--- config.mk ---
export PLATFORM = sky130hd
export DESIGN_NAME = sbc_supervisor
export DESIGN_NICKNAME = d
export VERILOG_FILES = /design/src/sbc_pkg.sv /design/src/sbc_supervisor.sv
export SDC_FILE = /design/constraint.sdc
export NUM_CORES = 1
export LEC_CHECK = 0
export ABC_CLOCK_PERIOD_IN_PS = 2200
export BUFFER_PORTS_ARGS = -buffer_cell sky130_fd_sc_hd__buf_2
export CAP_MARGIN = 40
export CORE_MARGIN = 2
export CORE_UTILIZATION = 55
export CTS_CLUSTER_SIZE = 14
export DETAILED_ROUTE_END_ITERATION = 8
export GPL_TIMING_DRIVEN = 0
export PLACE_DENSITY = 0.72
export SLEW_MARGIN = 10
export SYNTH_ARGS = -nofsm -noshare
export SYNTH_HDL_FRONTEND = slang
export SYNTH_SLANG_ARGS = --single-unit
--- constraint.sdc ---
create_clock -name ref_clk -period 2.2 [get_ports ref_clk]
set_input_delay 0.44 -clock ref_clk [delete_from_list [all_inputs] [get_ports ref_clk]]
set_output_delay 0.44 -clock ref_clk [all_outputs]
set_load 0.03 [all_outputs]
--- src/sbc_pkg.sv ---
package sbc_pkg;
    // Mode set of the basis chip.
    typedef enum logic [1:0] {
        MODE_FAILSAFE,
        MODE_NORMAL,
        MODE_SILENT,
        MODE_SLEEP
    } mode_t;

    localparam int unsigned CLK_MHZ = 250;
    localparam int unsigned LEAD_TIME_MS = 155;
    localparam int unsigned UV_RESET_MS = 4;
    localparam int unsigned CLOSED_WIN_MS = 8;
    localparam int unsigned OPEN_WIN_MS = 20;
    localparam int unsigned WD_RESET_US = 4000;
    localparam int unsigned DOM_TIMEOUT_US = 9000;

    localparam int unsigned LEAD_CYCLES = LEAD_TIME_MS * 1000 * CLK_MHZ;
    localparam int unsigned UV_CYCLES = UV_RESET_MS * 1000 * CLK_MHZ;
    localparam int unsigned CLOSED_CYCLES = CLOSED_WIN_MS * 1000 * CLK_MHZ;
    localparam int unsigned OPEN_CYCLES = OPEN_WIN_MS * 1000 * CLK_MHZ;
    localparam int unsigned WD_RESET_CYCLES = WD_RESET_US * CLK_MHZ;
    localparam int unsigned DOM_CYCLES = DOM_TIMEOUT_US * CLK_MHZ;

    localparam logic RESET_ACTIVE = 1'b0;
    localparam logic RECESSIVE = 1'b1;
endpackage : sbc_pkg

--- src/sbc_supervisor.sv ---
`timescale 1ns/100ps
`default_nettype none

// Function
// RULE_01 - Power-up enters fail-safe mode and waits
// RULE_02 - Mode pin high enters normal mode
// RULE_03 - Normal mode copies transmit and bus levels
// RULE_04 - No trigger: reset after lead time
// RULE_05 - Reset output combines watchdog and undervoltage
// RULE_06 - Trigger outside open window causes reset
// RULE_07 - Valid triggers keep reset released
// RULE_08 - Wake from bus, local or ignition
// RULE_09 - Inhibit output follows operating mode
// RULE_10 - Falling trigger edge is the trigger event
// RULE_11 - Watchdog off in silent or sleep
// RULE_12 - Transceiver path only in normal mode
// RULE_13 - Dominant time-out forces transmit recessive
// RULE_14 - Closed-window trigger causes watchdog reset
module sbc_supervisor #(
    parameter int unsigned LEAD_CYC = sbc_pkg::LEAD_CYCLES,
    parameter int unsigned UV_CYC = sbc_pkg::UV_CYCLES,
    parameter int unsigned CLOSED_CYC = sbc_pkg::CLOSED_CYCLES,
    parameter int unsigned OPEN_CYC = sbc_pkg::OPEN_CYCLES,
    parameter int unsigned WDRST_CYC = sbc_pkg::WD_RESET_CYCLES,
    parameter int unsigned DOM_CYC = sbc_pkg::DOM_CYCLES
) (
    input wire logic ref_clk,
    input wire logic reset,
    input wire logic mode_enable,
    input wire logic sleep_request,
    input wire logic watchdog_trigger_n,
    input wire logic transmit_in,
    input wire logic bus_in,
    input wire logic local_wake_n,
    input wire logic ignition_wake_input,
    input wire logic logic_undervoltage,
    output logic bus_drive_low,
    output logic receive_out,
    output logic system_reset_n_o,
    output logic system_reset_n_oe,
    output logic inhibit_output,
    output logic wake_event,
    output sbc_pkg::mode_t mode_out
);
    import sbc_pkg::*;

    typedef enum logic [1:0] {WD_OFF, WD_LEAD, WD_CLOSED, WD_OPEN} wd_t;

    // The watchdog only runs in the modes in which the host is expected to be alive.
    function automatic logic wd_runs(input mode_t mode_v);
        return (mode_v == MODE_FAILSAFE) || (mode_v == MODE_NORMAL);
    endfunction : wd_runs

    // Two-stage synchronisers for all pin inputs except logic_undervoltage, which is used directly.
    localparam int unsigned NSYNC = 7;
    // Reset the synchronisers to the idle level of each pin, so that no false request or edge follows reset.
    localparam logic [NSYNC-1:0] PIN_IDLE = 7'h1E;
    logic [NSYNC-1:0] pins;
    logic [NSYNC-1:0] s1_q, s2_q, s1_d;
    assign pins = {mode_enable, sleep_request, watchdog_trigger_n, transmit_in,
                   bus_in, local_wake_n, ignition_wake_input};
    always_comb begin
        s1_d = pins;
    end
    always_ff @(posedge ref_clk) begin
        if (reset) begin
            s1_q <= PIN_IDLE;
            s2_q <= PIN_IDLE;
        end else begin
            s1_q <= s1_d;
            s2_q <= s1_q;
        end
    end
    logic en_s, slp_s, trg_s, txd_s, bus_s, lwake_s, ign_s;
    assign {en_s, slp_s, trg_s, txd_s, bus_s, lwake_s, ign_s} = s2_q;

    mode_t mode_q, mode_d;
    wd_t wd_q, wd_d;
    logic [31:0] wcnt_q, wcnt_d;
    logic [31:0] rcnt_q, rcnt_d;
    logic [31:0] ucnt_q, ucnt_d;
    logic [31:0] dcnt_q, dcnt_d;
    logic trg_prev_q, trg_prev_d;
    logic bus_prev_q, bus_prev_d;
    logic drv_q, drv_d, rxo_q, rxo_d, rst_oe_q, rst_oe_d, inh_q, inh_d, wake_q, wake_d;
    logic trig_fall, bus_fall, wake_any, wd_fault, reset_active;

    // Only a falling edge counts, so a trigger pin held low gives one event and not many.
    assign trig_fall = trg_prev_q & ~trg_s; // [RULE_10]
    assign bus_fall = bus_prev_q & ~bus_s;
    assign wake_any = bus_fall | ~lwake_s | ign_s; // [RULE_08]
    assign reset_active = (rcnt_q != 32'h0) || (ucnt_q != 32'h0);

    // Mode and watchdog sequencing.
    always_comb begin
        mode_d = mode_q;
        wd_d = wd_q;
        wcnt_d = wcnt_q;
        rcnt_d = (rcnt_q != 32'h0) ? rcnt_q - 32'h1 : 32'h0;
        wd_fault = 1'b0;
        wake_d = 1'b0;
        trg_prev_d = trg_s;
        bus_prev_d = bus_s;
        case (mode_q)
            MODE_FAILSAFE: if (en_s) mode_d = MODE_NORMAL; // [RULE_01] [RULE_02]
            MODE_NORMAL: if (!en_s) mode_d = slp_s ? MODE_SLEEP : MODE_SILENT;
            MODE_SILENT, MODE_SLEEP: begin
                if (wake_any) begin
                    wake_d = 1'b1;
                    mode_d = MODE_FAILSAFE;
                end else if (en_s) begin
                    mode_d = MODE_NORMAL;
                end
            end
            default: mode_d = MODE_FAILSAFE;
        endcase
        case (wd_q)
            WD_OFF: if (wd_runs(mode_q)) begin
                wd_d = WD_LEAD;
                wcnt_d = 32'h0;
            end
            WD_LEAD: begin
                wcnt_d = wcnt_q + 32'h1;
                if (trig_fall) begin
                    wd_d = WD_CLOSED;
                    wcnt_d = 32'h0;
                end else if (wcnt_q >= LEAD_CYC - 1) begin
                    wd_fault = 1'b1; // [RULE_04]
                end
            end
            WD_CLOSED: begin
                wcnt_d = wcnt_q + 32'h1;
                if (trig_fall) begin
                    wd_fault = 1'b1; // [RULE_14] [RULE_06]
                end else if (wcnt_q >= CLOSED_CYC - 1) begin
                    wd_d = WD_OPEN;
                    wcnt_d = 32'h0;
                end
            end
            WD_OPEN: begin
                wcnt_d = wcnt_q + 32'h1;
                if (trig_fall) begin
                    wd_d = WD_CLOSED; // [RULE_07]
                    wcnt_d = 32'h0;
                end else if (wcnt_q >= OPEN_CYC - 1) begin
                    wd_fault = 1'b1; // [RULE_06]
                end
            end
            default: wd_d = WD_OFF;
        endcase
        // A fault restarts the lead time as the reset pulse starts, so the host has the lead time less the reset pulse to recover after its reset.
        if (wd_fault) begin
            rcnt_d = WDRST_CYC;
            wd_d = WD_LEAD;
            wcnt_d = 32'h0;
        end
        if (!wd_runs(mode_q)) begin
            wd_d = WD_OFF; // [RULE_11]
            wcnt_d = 32'h0;
        end
    end

    // Undervoltage reset stretch; the stretch restarts while the level persists.
    always_comb begin
        ucnt_d = (ucnt_q != 32'h0) ? ucnt_q - 32'h1 : 32'h0;
        if (logic_undervoltage) ucnt_d = UV_CYC; // [RULE_05]
    end

    // Transmit path with dominant time-out.
    // The time-out counts in every mode, so a pin stuck low before normal mode never reaches the bus.
    always_comb begin
        dcnt_d = txd_s ? 32'h0 : ((dcnt_q < DOM_CYC) ? dcnt_q + 32'h1 : dcnt_q);
        drv_d = 1'b0;
        rxo_d = RECESSIVE;
        if (mode_q == MODE_NORMAL) begin // [RULE_12]
            drv_d = ~txd_s && (dcnt_q < DOM_CYC); // [RULE_03] [RULE_13]
            rxo_d = bus_s; // [RULE_03]
        end
        rst_oe_d = reset_active; // [RULE_05]
        inh_d = (mode_q != MODE_SLEEP); // [RULE_09]
    end

    always_ff @(posedge ref_clk) begin
        if (reset) begin
            mode_q <= MODE_FAILSAFE;
            wd_q <= WD_OFF;
            wcnt_q <= 32'h0;
            rcnt_q <= 32'h0;
            ucnt_q <= 32'h0;
            dcnt_q <= 32'h0;
            trg_prev_q <= 1'b1;
            bus_prev_q <= 1'b1;
            drv_q <= 1'b0;
            rxo_q <= 1'b1;
            rst_oe_q <= 1'b0;
            inh_q <= 1'b1;
            wake_q <= 1'b0;
        end else begin
            mode_q <= mode_d;
            wd_q <= wd_d;
            wcnt_q <= wcnt_d;
            rcnt_q <= rcnt_d;
            ucnt_q <= ucnt_d;
            dcnt_q <= dcnt_d;
            trg_prev_q <= trg_prev_d;
            bus_prev_q <= bus_prev_d;
            drv_q <= drv_d;
            rxo_q <= rxo_d;
            rst_oe_q <= rst_oe_d;
            inh_q <= inh_d;
            wake_q <= wake_d;
        end
    end

    assign bus_drive_low = drv_q;
    assign receive_out = rxo_q;
    assign system_reset_n_o = RESET_ACTIVE;
    assign system_reset_n_oe = rst_oe_q;
    assign inhibit_output = inh_q;
    assign wake_event = wake_q;
    assign mode_out = mode_q;
endmodule : sbc_supervisor

`default_nettype wire

Yosys cells after proc, flatten, opt, wreduce, memory -nomap -nowiden
Index checks and enable logic that the tools add are counted.
{"block": "op_classes", "add_sub_neg": 4, "mul": 0, "n_div": 0, "n_lt_le_gt_ge": 4, "eq_ne": 14, "shifts": 0, "muxes": 25, "n_bitwise": 13, "n_reduce_logical": 18}
{"op": "2-to-1 mux 32 bit", "n": 3}
{"op": "case mux 32 bit (3 select lines)", "n": 1}
{"op": "2-to-1 mux 20 bit", "n": 4}
{"op": "adder 32 x 1 -> 32 bit, second input constant", "n": 2}
{"op": "nonzero test 32 bit", "n": 2}
{"op": "subtractor 32 x 1 -> 32 bit, second input constant", "n": 2}
{"op": ">= comparator 32 x 21 -> 1 bit, second input constant", "n": 1}
{"op": ">= comparator 32 x 23 -> 1 bit, second input constant", "n": 1}
{"op": ">= comparator 32 x 26 -> 1 bit, second input constant", "n": 1}
{"op": "< comparator 32 x 22 -> 1 bit, second input constant", "n": 1}
{"op": "2-to-1 mux 2 bit", "n": 6}
{"op": "case mux 2 bit (3 select lines)", "n": 2}
{"op": "OR reduction 2 bit", "n": 6}
{"op": "inverter 1 bit", "n": 9}
{"op": "OR reduction 3 bit", "n": 3}
{"op": "equality test 2 bit, second input constant", "n": 4}
{"op": "2-to-1 mux 1 bit", "n": 8}
{"op": "inequality test 2 bit, second input constant", "n": 4}
{"op": "inequality test 3 bit, second input constant", "n": 2}
{"op": "AND reduction 3 bit", "n": 2}
{"op": "equality test 2 x 1 -> 1 bit, second input constant", "n": 2}
{"op": "logical NOT 2 bit", "n": 2}
{"op": "inequality test 3 x 1 -> 1 bit, second input constant", "n": 1}
{"op": "case mux 1 bit (3 select lines)", "n": 1}
{"op": "5 further kinds", "n": 8}
{"block": "totals", "ff_bits": 153, "latch_bits": 0, "mem_bits_rw": 0, "rom_bits": 0, "in_bits": 10, "out_inout_bits": 8, "n_memories": 0}

Longest topological paths before layout
Gate-level depths: netlist of the first run.
{"block": "logic_depth", "ltp_word": 6, "ltp_mapped": 8, "depth_no_buf": 7}

Worst setup path after synthesis of the first run
Ideal clock, no wire load.
{"block": "synth_path", "path_kind": "reg2reg", "from": "register wcnt_q[14]", "to": "register wcnt_q[10]", "arrival_time_ns": 1.889, "setup_slack_ns": 0.223, "stages_incl_launch_ff": 9, "synth_period_minus_slack_ns": 1.977, "cell_sequence": "dfxtp_1 -> buf_6 -> or4_4 -> a311oi_2 -> o211ai_1 -> o211a_1 -> buf_6 -> buf_12 -> nor4_2"}
{"block": "synth_between", "elab_chain_len": 5}
{"element": "start: declaration", "line": "sbc_supervisor.sv:79", "source": "logic [31:0] wcnt_q, wcnt_d;"}
{"element": "start signal: assignment", "line": "sbc_supervisor.sv:201", "source": "wcnt_q <= wcnt_d;"}
{"element": ">= comparator 32 x 23 -> 1 bit or >= comparator 32 x 26 -> 1 bit (tied branches)", "line": "sbc_supervisor.sv:145, sbc_supervisor.sv:127"}
{"element": "2-to-1 mux 1 bit, on equally long branches", "line": "sbc_supervisor.sv:145, sbc_supervisor.sv:127"}
{"element": "2-to-1 mux 1 bit, on equally long branches", "line": "sbc_supervisor.sv:142, sbc_supervisor.sv:124"}
{"element": "case mux 1 bit (3 select lines)", "line": "sbc_supervisor.sv:117", "source": "case (wd_q)"}
{"element": "OR reduction 3 bit (no line)"}
Parallel ways exist; a longest one is shown, timed or not.
A chain may end at the register's enable or synchronous reset.

Worst setup path after layout of the first run
{"block": "layout_path", "from": "register rcnt_q[21]", "to": "register rcnt_q[14]"}
{"block": "layout_between", "elab_chain_len": 3}
{"element": "start: declaration", "line": "sbc_supervisor.sv:80", "source": "logic [31:0] rcnt_q, rcnt_d;"}
{"element": "start signal: assignment", "line": "sbc_supervisor.sv:202", "source": "rcnt_q <= rcnt_d;"}
{"element": "nonzero test 32 bit", "line": "sbc_supervisor.sv:99", "source": "rcnt_d = (rcnt_q != 32'h0) ? rcnt_q - 32'h1 : 32'h0;"}
{"element": "2-to-1 mux 20 bit", "line": "sbc_supervisor.sv:99"}
{"element": "2-to-1 mux 20 bit", "line": "sbc_supervisor.sv:152", "source": "if (wd_fault) begin"}
No other way between the ends.

==> key figures, run 1 <==
Outcome
  • Outcome: complete, but fails checks
  • Failing checks: setup timing

Yosys
  • Async SR Flop Fraction: 0%
  • Mapped Cells: 751
  • Post-Syn Area: 7080 sq um
  • Count leader, synth: dfxtp_1
  • Area leader, netlist: dfxtp_1
  • Commonest cells in the netlist: dfxtp_1 (153), nor2_1 (59), xor2_1 (49)
  • Main synth FF type: dfxtp_1
  • Share of the yosys chip area belonging to registers: 43.3%
  • Synth Warn #: 0
  • Synth top area share: 43.3%
  • Number of flops mapped to enable cells by yosys: 0
  • Synth cell types: 64
  • Mean Syn Cell Area: 9.43 sq um
  • Synthesis-stage register bit count: 153
  • Synth top area cells: dfxtp_1 (43%), xor2_1 (6.1%), nor4_2 (4.2%)

Floorplanning
  • Num ports: 18
  • Die width: 117 microns
  • Die ar.: 13800 sq um
  • Die height: 117 microns
  • Core ar.: 12600 sq um
  • Starting Density: 56.3%
  • Placement Rows: 41

Worst setup path
  • Worst-path maximum fanout: 5
  • Setup CP Type: flop to flop
  • Worst reg2reg startpoint: rcnt_q[21]
  • Critical path arrival: 2.57 ns
  • Crit path max-delay cell type: nor4_4
  • Max stage delay on crit path: 0.47 ns
  • Critical Path RT: 2.48 ns
  • Cell Chain, Critical Path: or3_4 -> nor4_4 -> nand4_4 -> o41ai_4 -> buf_4 -> buf_6 -> o22ai_2
  • Critical Path Source Type: flop
  • R2R Path End: rcnt_q[14]
  • Worst Reg-to-Reg Cells: 7
  • Crit. End Element: flop
  • FF-to-FF setup slack: -0.1 ns
  • Worst setup path start: rcnt_q[21]

Layout
  • Final cell utilization of the core: 67.6%
  • Share of cells above drive strength 1: 20.8%
  • # diodes: 0
  • Layout Nets: 815
  • Area grow syn2layout: 20.0%

STA
  • Fin crit period: 2.30 ns
  • Crit share post-route: 104%
  • Post-Route Skew: 0.0140 ns
  • Final worst slack: -0.0960 ns
  • Fmax: 436 MHz
  • RSZ-0062 raised after global routing: yes
  • Max-slew headroom: 43.8%
  • Slew Viols, Final: 0
  • Final setup viols: 28
  • Hold Fails Final Rpt: 0
  • Hold Slack: 0.201 ns
  • Worst-Margin Slew: 0.843 ns

Drt
  • Vias per inst: 5.85
  • Post-DR wirelength/cell: 15.9 microns
  • Drt total wl: 15700 microns
  • TritonRoute pass-1 iters: 4
  • Antenna violation net count after detailed routing: 0
  • Via count: 5767
  • Drt drc: 0
  • DR iter-0 viols: 425

Global route
  • Number of global-route vias before repair: 5513
  • Initial antenna violation count: 0
  • Largest net degree at the start of global routing: 17
  • Global-route wire length before repair: 26100 microns
  • Global Route Usage Sum: 22.6%
  • Global route overflow: 0

CTS
  • Worst-path clk slew: 0.07 ns
  • CTS Buffer Depth: 2
  • CTS Root Cell: clkbuf_16
  • Clk sink count: 153
  • Clk_lat worst skew: 0.42 ns
  • CTS tree: yes
  • Hold_buf cts: 0
  • Htree depth: 4
  • CTS buffer count: 17

Power
  • Clock power share: 41.8%
  • Internal: 5.40 mW
  • Gate power share: 16.7%
  • Sw Ratio: 27.1%
  • Leakage: 3.07 nW
  • Power Total: 7.41 mW
  • Peak supply drop: 0.826 mV
  • Psw: 2.01 mW
  • PD cells: 872 nW/um^2
  • Reg power frac: 41.5%

Worst hold path
  • Hold EP: s1_q[2]
  • HP Class: input pin to flop
  • Worst Hold Depth: 2
  • Hold_sp: bus_in

Flow run
  • Max cap viols: 0

Place
  • Routability congestion estimate from global placement: 0.885
  • Post-DP HPWL: 10300 microns
  • Port Buffers: 15
-- stage by stage --
stage	cell area, sq um	setup TNS, ns	setup slack [ns]	cells
floorplan	7100	0	0.223	757
global placement	7390	-8.95	-0.181	944
detailed placement	7390	-12.23	-0.248	944
CTS	8080	-0.00491	-0.00491	976
global route	8500	-3.11	-0.139	986
finish	8500	-2.09	-0.0960	986
-- cell usage in the layout (no fill, tap or decap), types with 16 or more instances in the layout --
cell type,netlist,layout
nand3_1,34,33
xnor2_1,24,24
buf_4,1,17
dfxtp_1,153,152
a21oi_1,16,16
clkbuf_1,25,19
nor4_2,24,19
nand4_1,26,26
or3_1,27,25
clkbuf_16,0,19
nor2_1,59,59
xor2_1,49,49
buf_2,10,17
nand2_1,44,44
nor3_1,39,23
-- worst max-delay path, delay by kind of cell (launching register included) --
family / cells / cell delay (ns)
compound gates: 2 / 0.44
simple gates: 3 / 1.06
flops: 1 / 0.33
buf+inv: 2 / 0.31
-- sequential cells by signal, indices dropped and copies added (netlist names), 2 cells and up --
signal	count
mode_out	2
wd_q	2
ucnt_q	32
s1_q	7
rcnt_q	32
s2_q	7
dcnt_q	32
wcnt_q	32
-- timing repair --
item / 4_1_cts / 5_1_grt
buffers inserted: 1 / 10
gates resized for setup: 15 / 69
endpoints found under the setup margin: 84 / 92
pin swaps: 1 / 29
gates cloned: 0 / 3
-- cell families (layout without fill, tap and decap cells) --
kind of cell    Yosys count  count (layout)  share of synthesized area, %
compound gates           90              90                          9.53
xor+xnor                 73              73                          9.03
fa+ha+maj                 4               4                         0.707
buf+inv                  50             107                          3.66
flops                   153             153                          43.3
mux                      12              12                          1.70
other cells               1               7                        0.0530
simple gates            368             368                          32.1
-- per-layer routing --
metal	part of all wire, %	wire (microns)	vias up	global-route usage [%]
met5	0	0	-	0
met4	1.2	187	0	6.02
met1	45	7120	2787	29.7
met3	4.2	652	20	5.72
li1	-	-	2838	-
met2	49	7700	122	37.2
-- layout make-up --
cell class / count / area (sq um)
tap: 172 / 215
clock inverter: 10 / 165
inverter: 8 / 30.0
multi-input combinational: 554 / 4060
timing repair buffer: 29 / 231
fill: 958 / 4070
sequential: 153 / 3060
clock buffer: 22 / 464
buffer: 38 / 264
-- power by group through the flow --
stage / Sequential, mW / Clock, mW / Combinational, mW
floorplan: 3.10 / 0 / 0.820
CTS: 3.07 / 3.14 / 1.05
detailed placement: 3.12 / 0 / 1.01
finish: 3.08 / 3.10 / 1.24
global route: 3.09 / 3.28 / 1.35
global placement: 3.11 / 0 / 0.977
-- worst max path at each step --
stage | slack [ns] | endpoint
final | -0.1 | rcnt_q[14]
after global routing | -0.14 | rcnt_q[14]
after CTS | -0.005 | wcnt_q[18]
after detailed placement | -0.25 | wcnt_q[18]
after global placement | -0.18 | ucnt_q[20]
after floorplan | 0.22 | wcnt_q[10]
Note: power is estimated with default switching activity, not from simulation.
==> run 2: changes to the inputs <==
--- a/config.mk
+++ b/config.mk
@@ -14,6 +14,7 @@
 export DETAILED_ROUTE_END_ITERATION = 8
 export GPL_TIMING_DRIVEN = 0
 export PLACE_DENSITY = 0.72
+export SKIP_CTS_REPAIR_TIMING = 1
 export SLEW_MARGIN = 10
 export SYNTH_ARGS = -nofsm -noshare
 export SYNTH_HDL_FRONTEND = slang
==> run 2 against run 1 <==
The run now ends clean. Global-route usage decreased by 0.13 points. Sequential share of layout area up 0.95 points. Clock power about the same.
==> key figures, run 2 (synthesized netlist as in run 1, its figures left out) <==
CTS
  • Htree depth: 4
  • CTS Buffer Depth: 2
  • Worst-path clk slew: 0.06 ns
  • Clk_lat worst skew: 0.42 ns
  • CTS tree: yes
  • CTS buffer count: 17
  • CTS Root Cell: clkbuf_16
  • Clk sink count: 153

Worst hold path
  • HP Class: input pin to flop

Global route
  • Global route overflow: 0
  • Global Route Usage Sum: 22.5%
  • Number of global-route vias before repair: 5486
  • Global-route wire length before repair: 26000 microns
  • Initial antenna violation count: 0
  • Largest net degree at the start of global routing: 17

STA
  • RSZ-0062 raised after global routing: yes
  • Hold Fails Final Rpt: 0
  • Max-slew headroom: 45.5%
  • Fmax: 470 MHz
  • Final setup viols: 0
  • Fin crit period: 2.13 ns
  • Worst-Margin Slew: 0.817 ns
  • Post-Route Skew: 0.00978 ns
  • Setup_tns: 0 ns
  • Crit share post-route: 96.7%
  • Slew Viols, Final: 0

Drt
  • Drt drc: 0
  • Via count: 5653
  • TritonRoute pass-1 iters: 4
  • Antenna violation net count after detailed routing: 0
  • DR iter-0 viols: 354
  • Post-DR wirelength/cell: 15.4 microns
  • Drt total wl: 15200 microns
  • Vias per inst: 5.74

Power
  • PD cells: 885 nW/um^2
  • Peak supply drop: 0.832 mV
  • Leakage: 3.00 nW

Floorplanning
  • Core ar.: 12600 sq um
  • Die ar.: 13800 sq um
  • Die width: 117 microns
  • Num ports: 18
  • Die height: 117 microns
  • Placement Rows: 41
  • Starting Density: 56.3%

Layout
  • Most frequent cells in the layout: dfxtp_1 (152), nor2_1 (59), xor2_1 (49)
  • Layout Nets: 814
  • # diodes: 0
  • Post-route cell area: 8280 sq um
  • Commonest non-fill, non-tap cell in the layout: dfxtp_1
  • Fillers: 987
  • Area grow syn2layout: 16.9%
  • Share of cells above drive strength 1: 17.3%

Place
  • Port Buffers: 15
  • Routability congestion estimate from global placement: 0.885
  • Placed Instance Area: 7390 sq um
  • Post-DP HPWL: 10300 microns

Worst setup path
  • Setup CP Type: flop to flop
  • Crit. End Element: flop
  • Critical Path RT: 2.48 ns
  • Critical path arrival: 2.41 ns
  • Critical Path Source Type: flop
  • Worst-path maximum fanout: 5

Flow run
  • Max cap viols: 0

Outcome
  • Outcome: completed
==> run 2: layout make-up <==
type | instances | area [sq um] | share of cell area (%)
Timing Repair Buffer | 28 | 170 | 2.06
Inverter | 8 | 30.0 | 0.363
Buffer | 38 | 259 | 3.13
Sequential cell | 153 | 3060 | 37.0
Clock inverter | 10 | 165 | 1.99
Tap cell | 172 | 215 | 2.60
Clock buffer | 22 | 464 | 5.61
Multi-Input combinational cell | 554 | 3910 | 47.2
==> run 2: where the power goes <==
group | leakage (nW) | switching, mW | internal [mW]
Sequential | 1.25 | 0.152 | 2.93
Clock | 0.297 | 1.13 | 1.96
Combinational | 1.46 | 0.654 | 0.506
==> run 2: worst max-delay path, cell delays in order, from the launching register on <==
cell     delay, ns
dfxtp_1       0.33
or3_4         0.41
nor3_4        0.28
nand4_4       0.16
o41ai_4       0.40
buf_4         0.21
buf_6         0.12
o22ai_1       0.07
==> run 2: final timing paths <==
path	slack, ns	depth (start not counted)	endpoint	start
max	0.07	7	rcnt_q[9]	rcnt_q[17]
max reg2reg	0.07	7	rcnt_q[9]	rcnt_q[17]
min reg2reg	0.41	1	s2_q[1]	s1_q[1]
min	0.20	2	s1_q[2]	bus_in
==> run 2: metal layers <==
layer	part of all wire, %	global-route usage [%]	vias to the layer above
li1	-	-	2844
met1	46	29.7	2706
met2	49	36.7	85
met3	3.6	5.72	18
met4	1.1	6.02	0
met5	0	0	-
==> run 2: per-stage QoR <==
step	instances	hold WS [ns]	power (mW)	setup slack (ns)	util, %
after global placement	944	0.393	4.09	-0.181	58.8
after CTS	976	0.185	7.22	-0.252	63.8
after global routing	985	0.187	7.65	-0.0562	65.9
final	985	0.197	7.33	0.0722	65.9
after detailed placement	944	0.397	4.13	-0.248	58.8
after floorplan	757	0.389	3.92	0.223	-
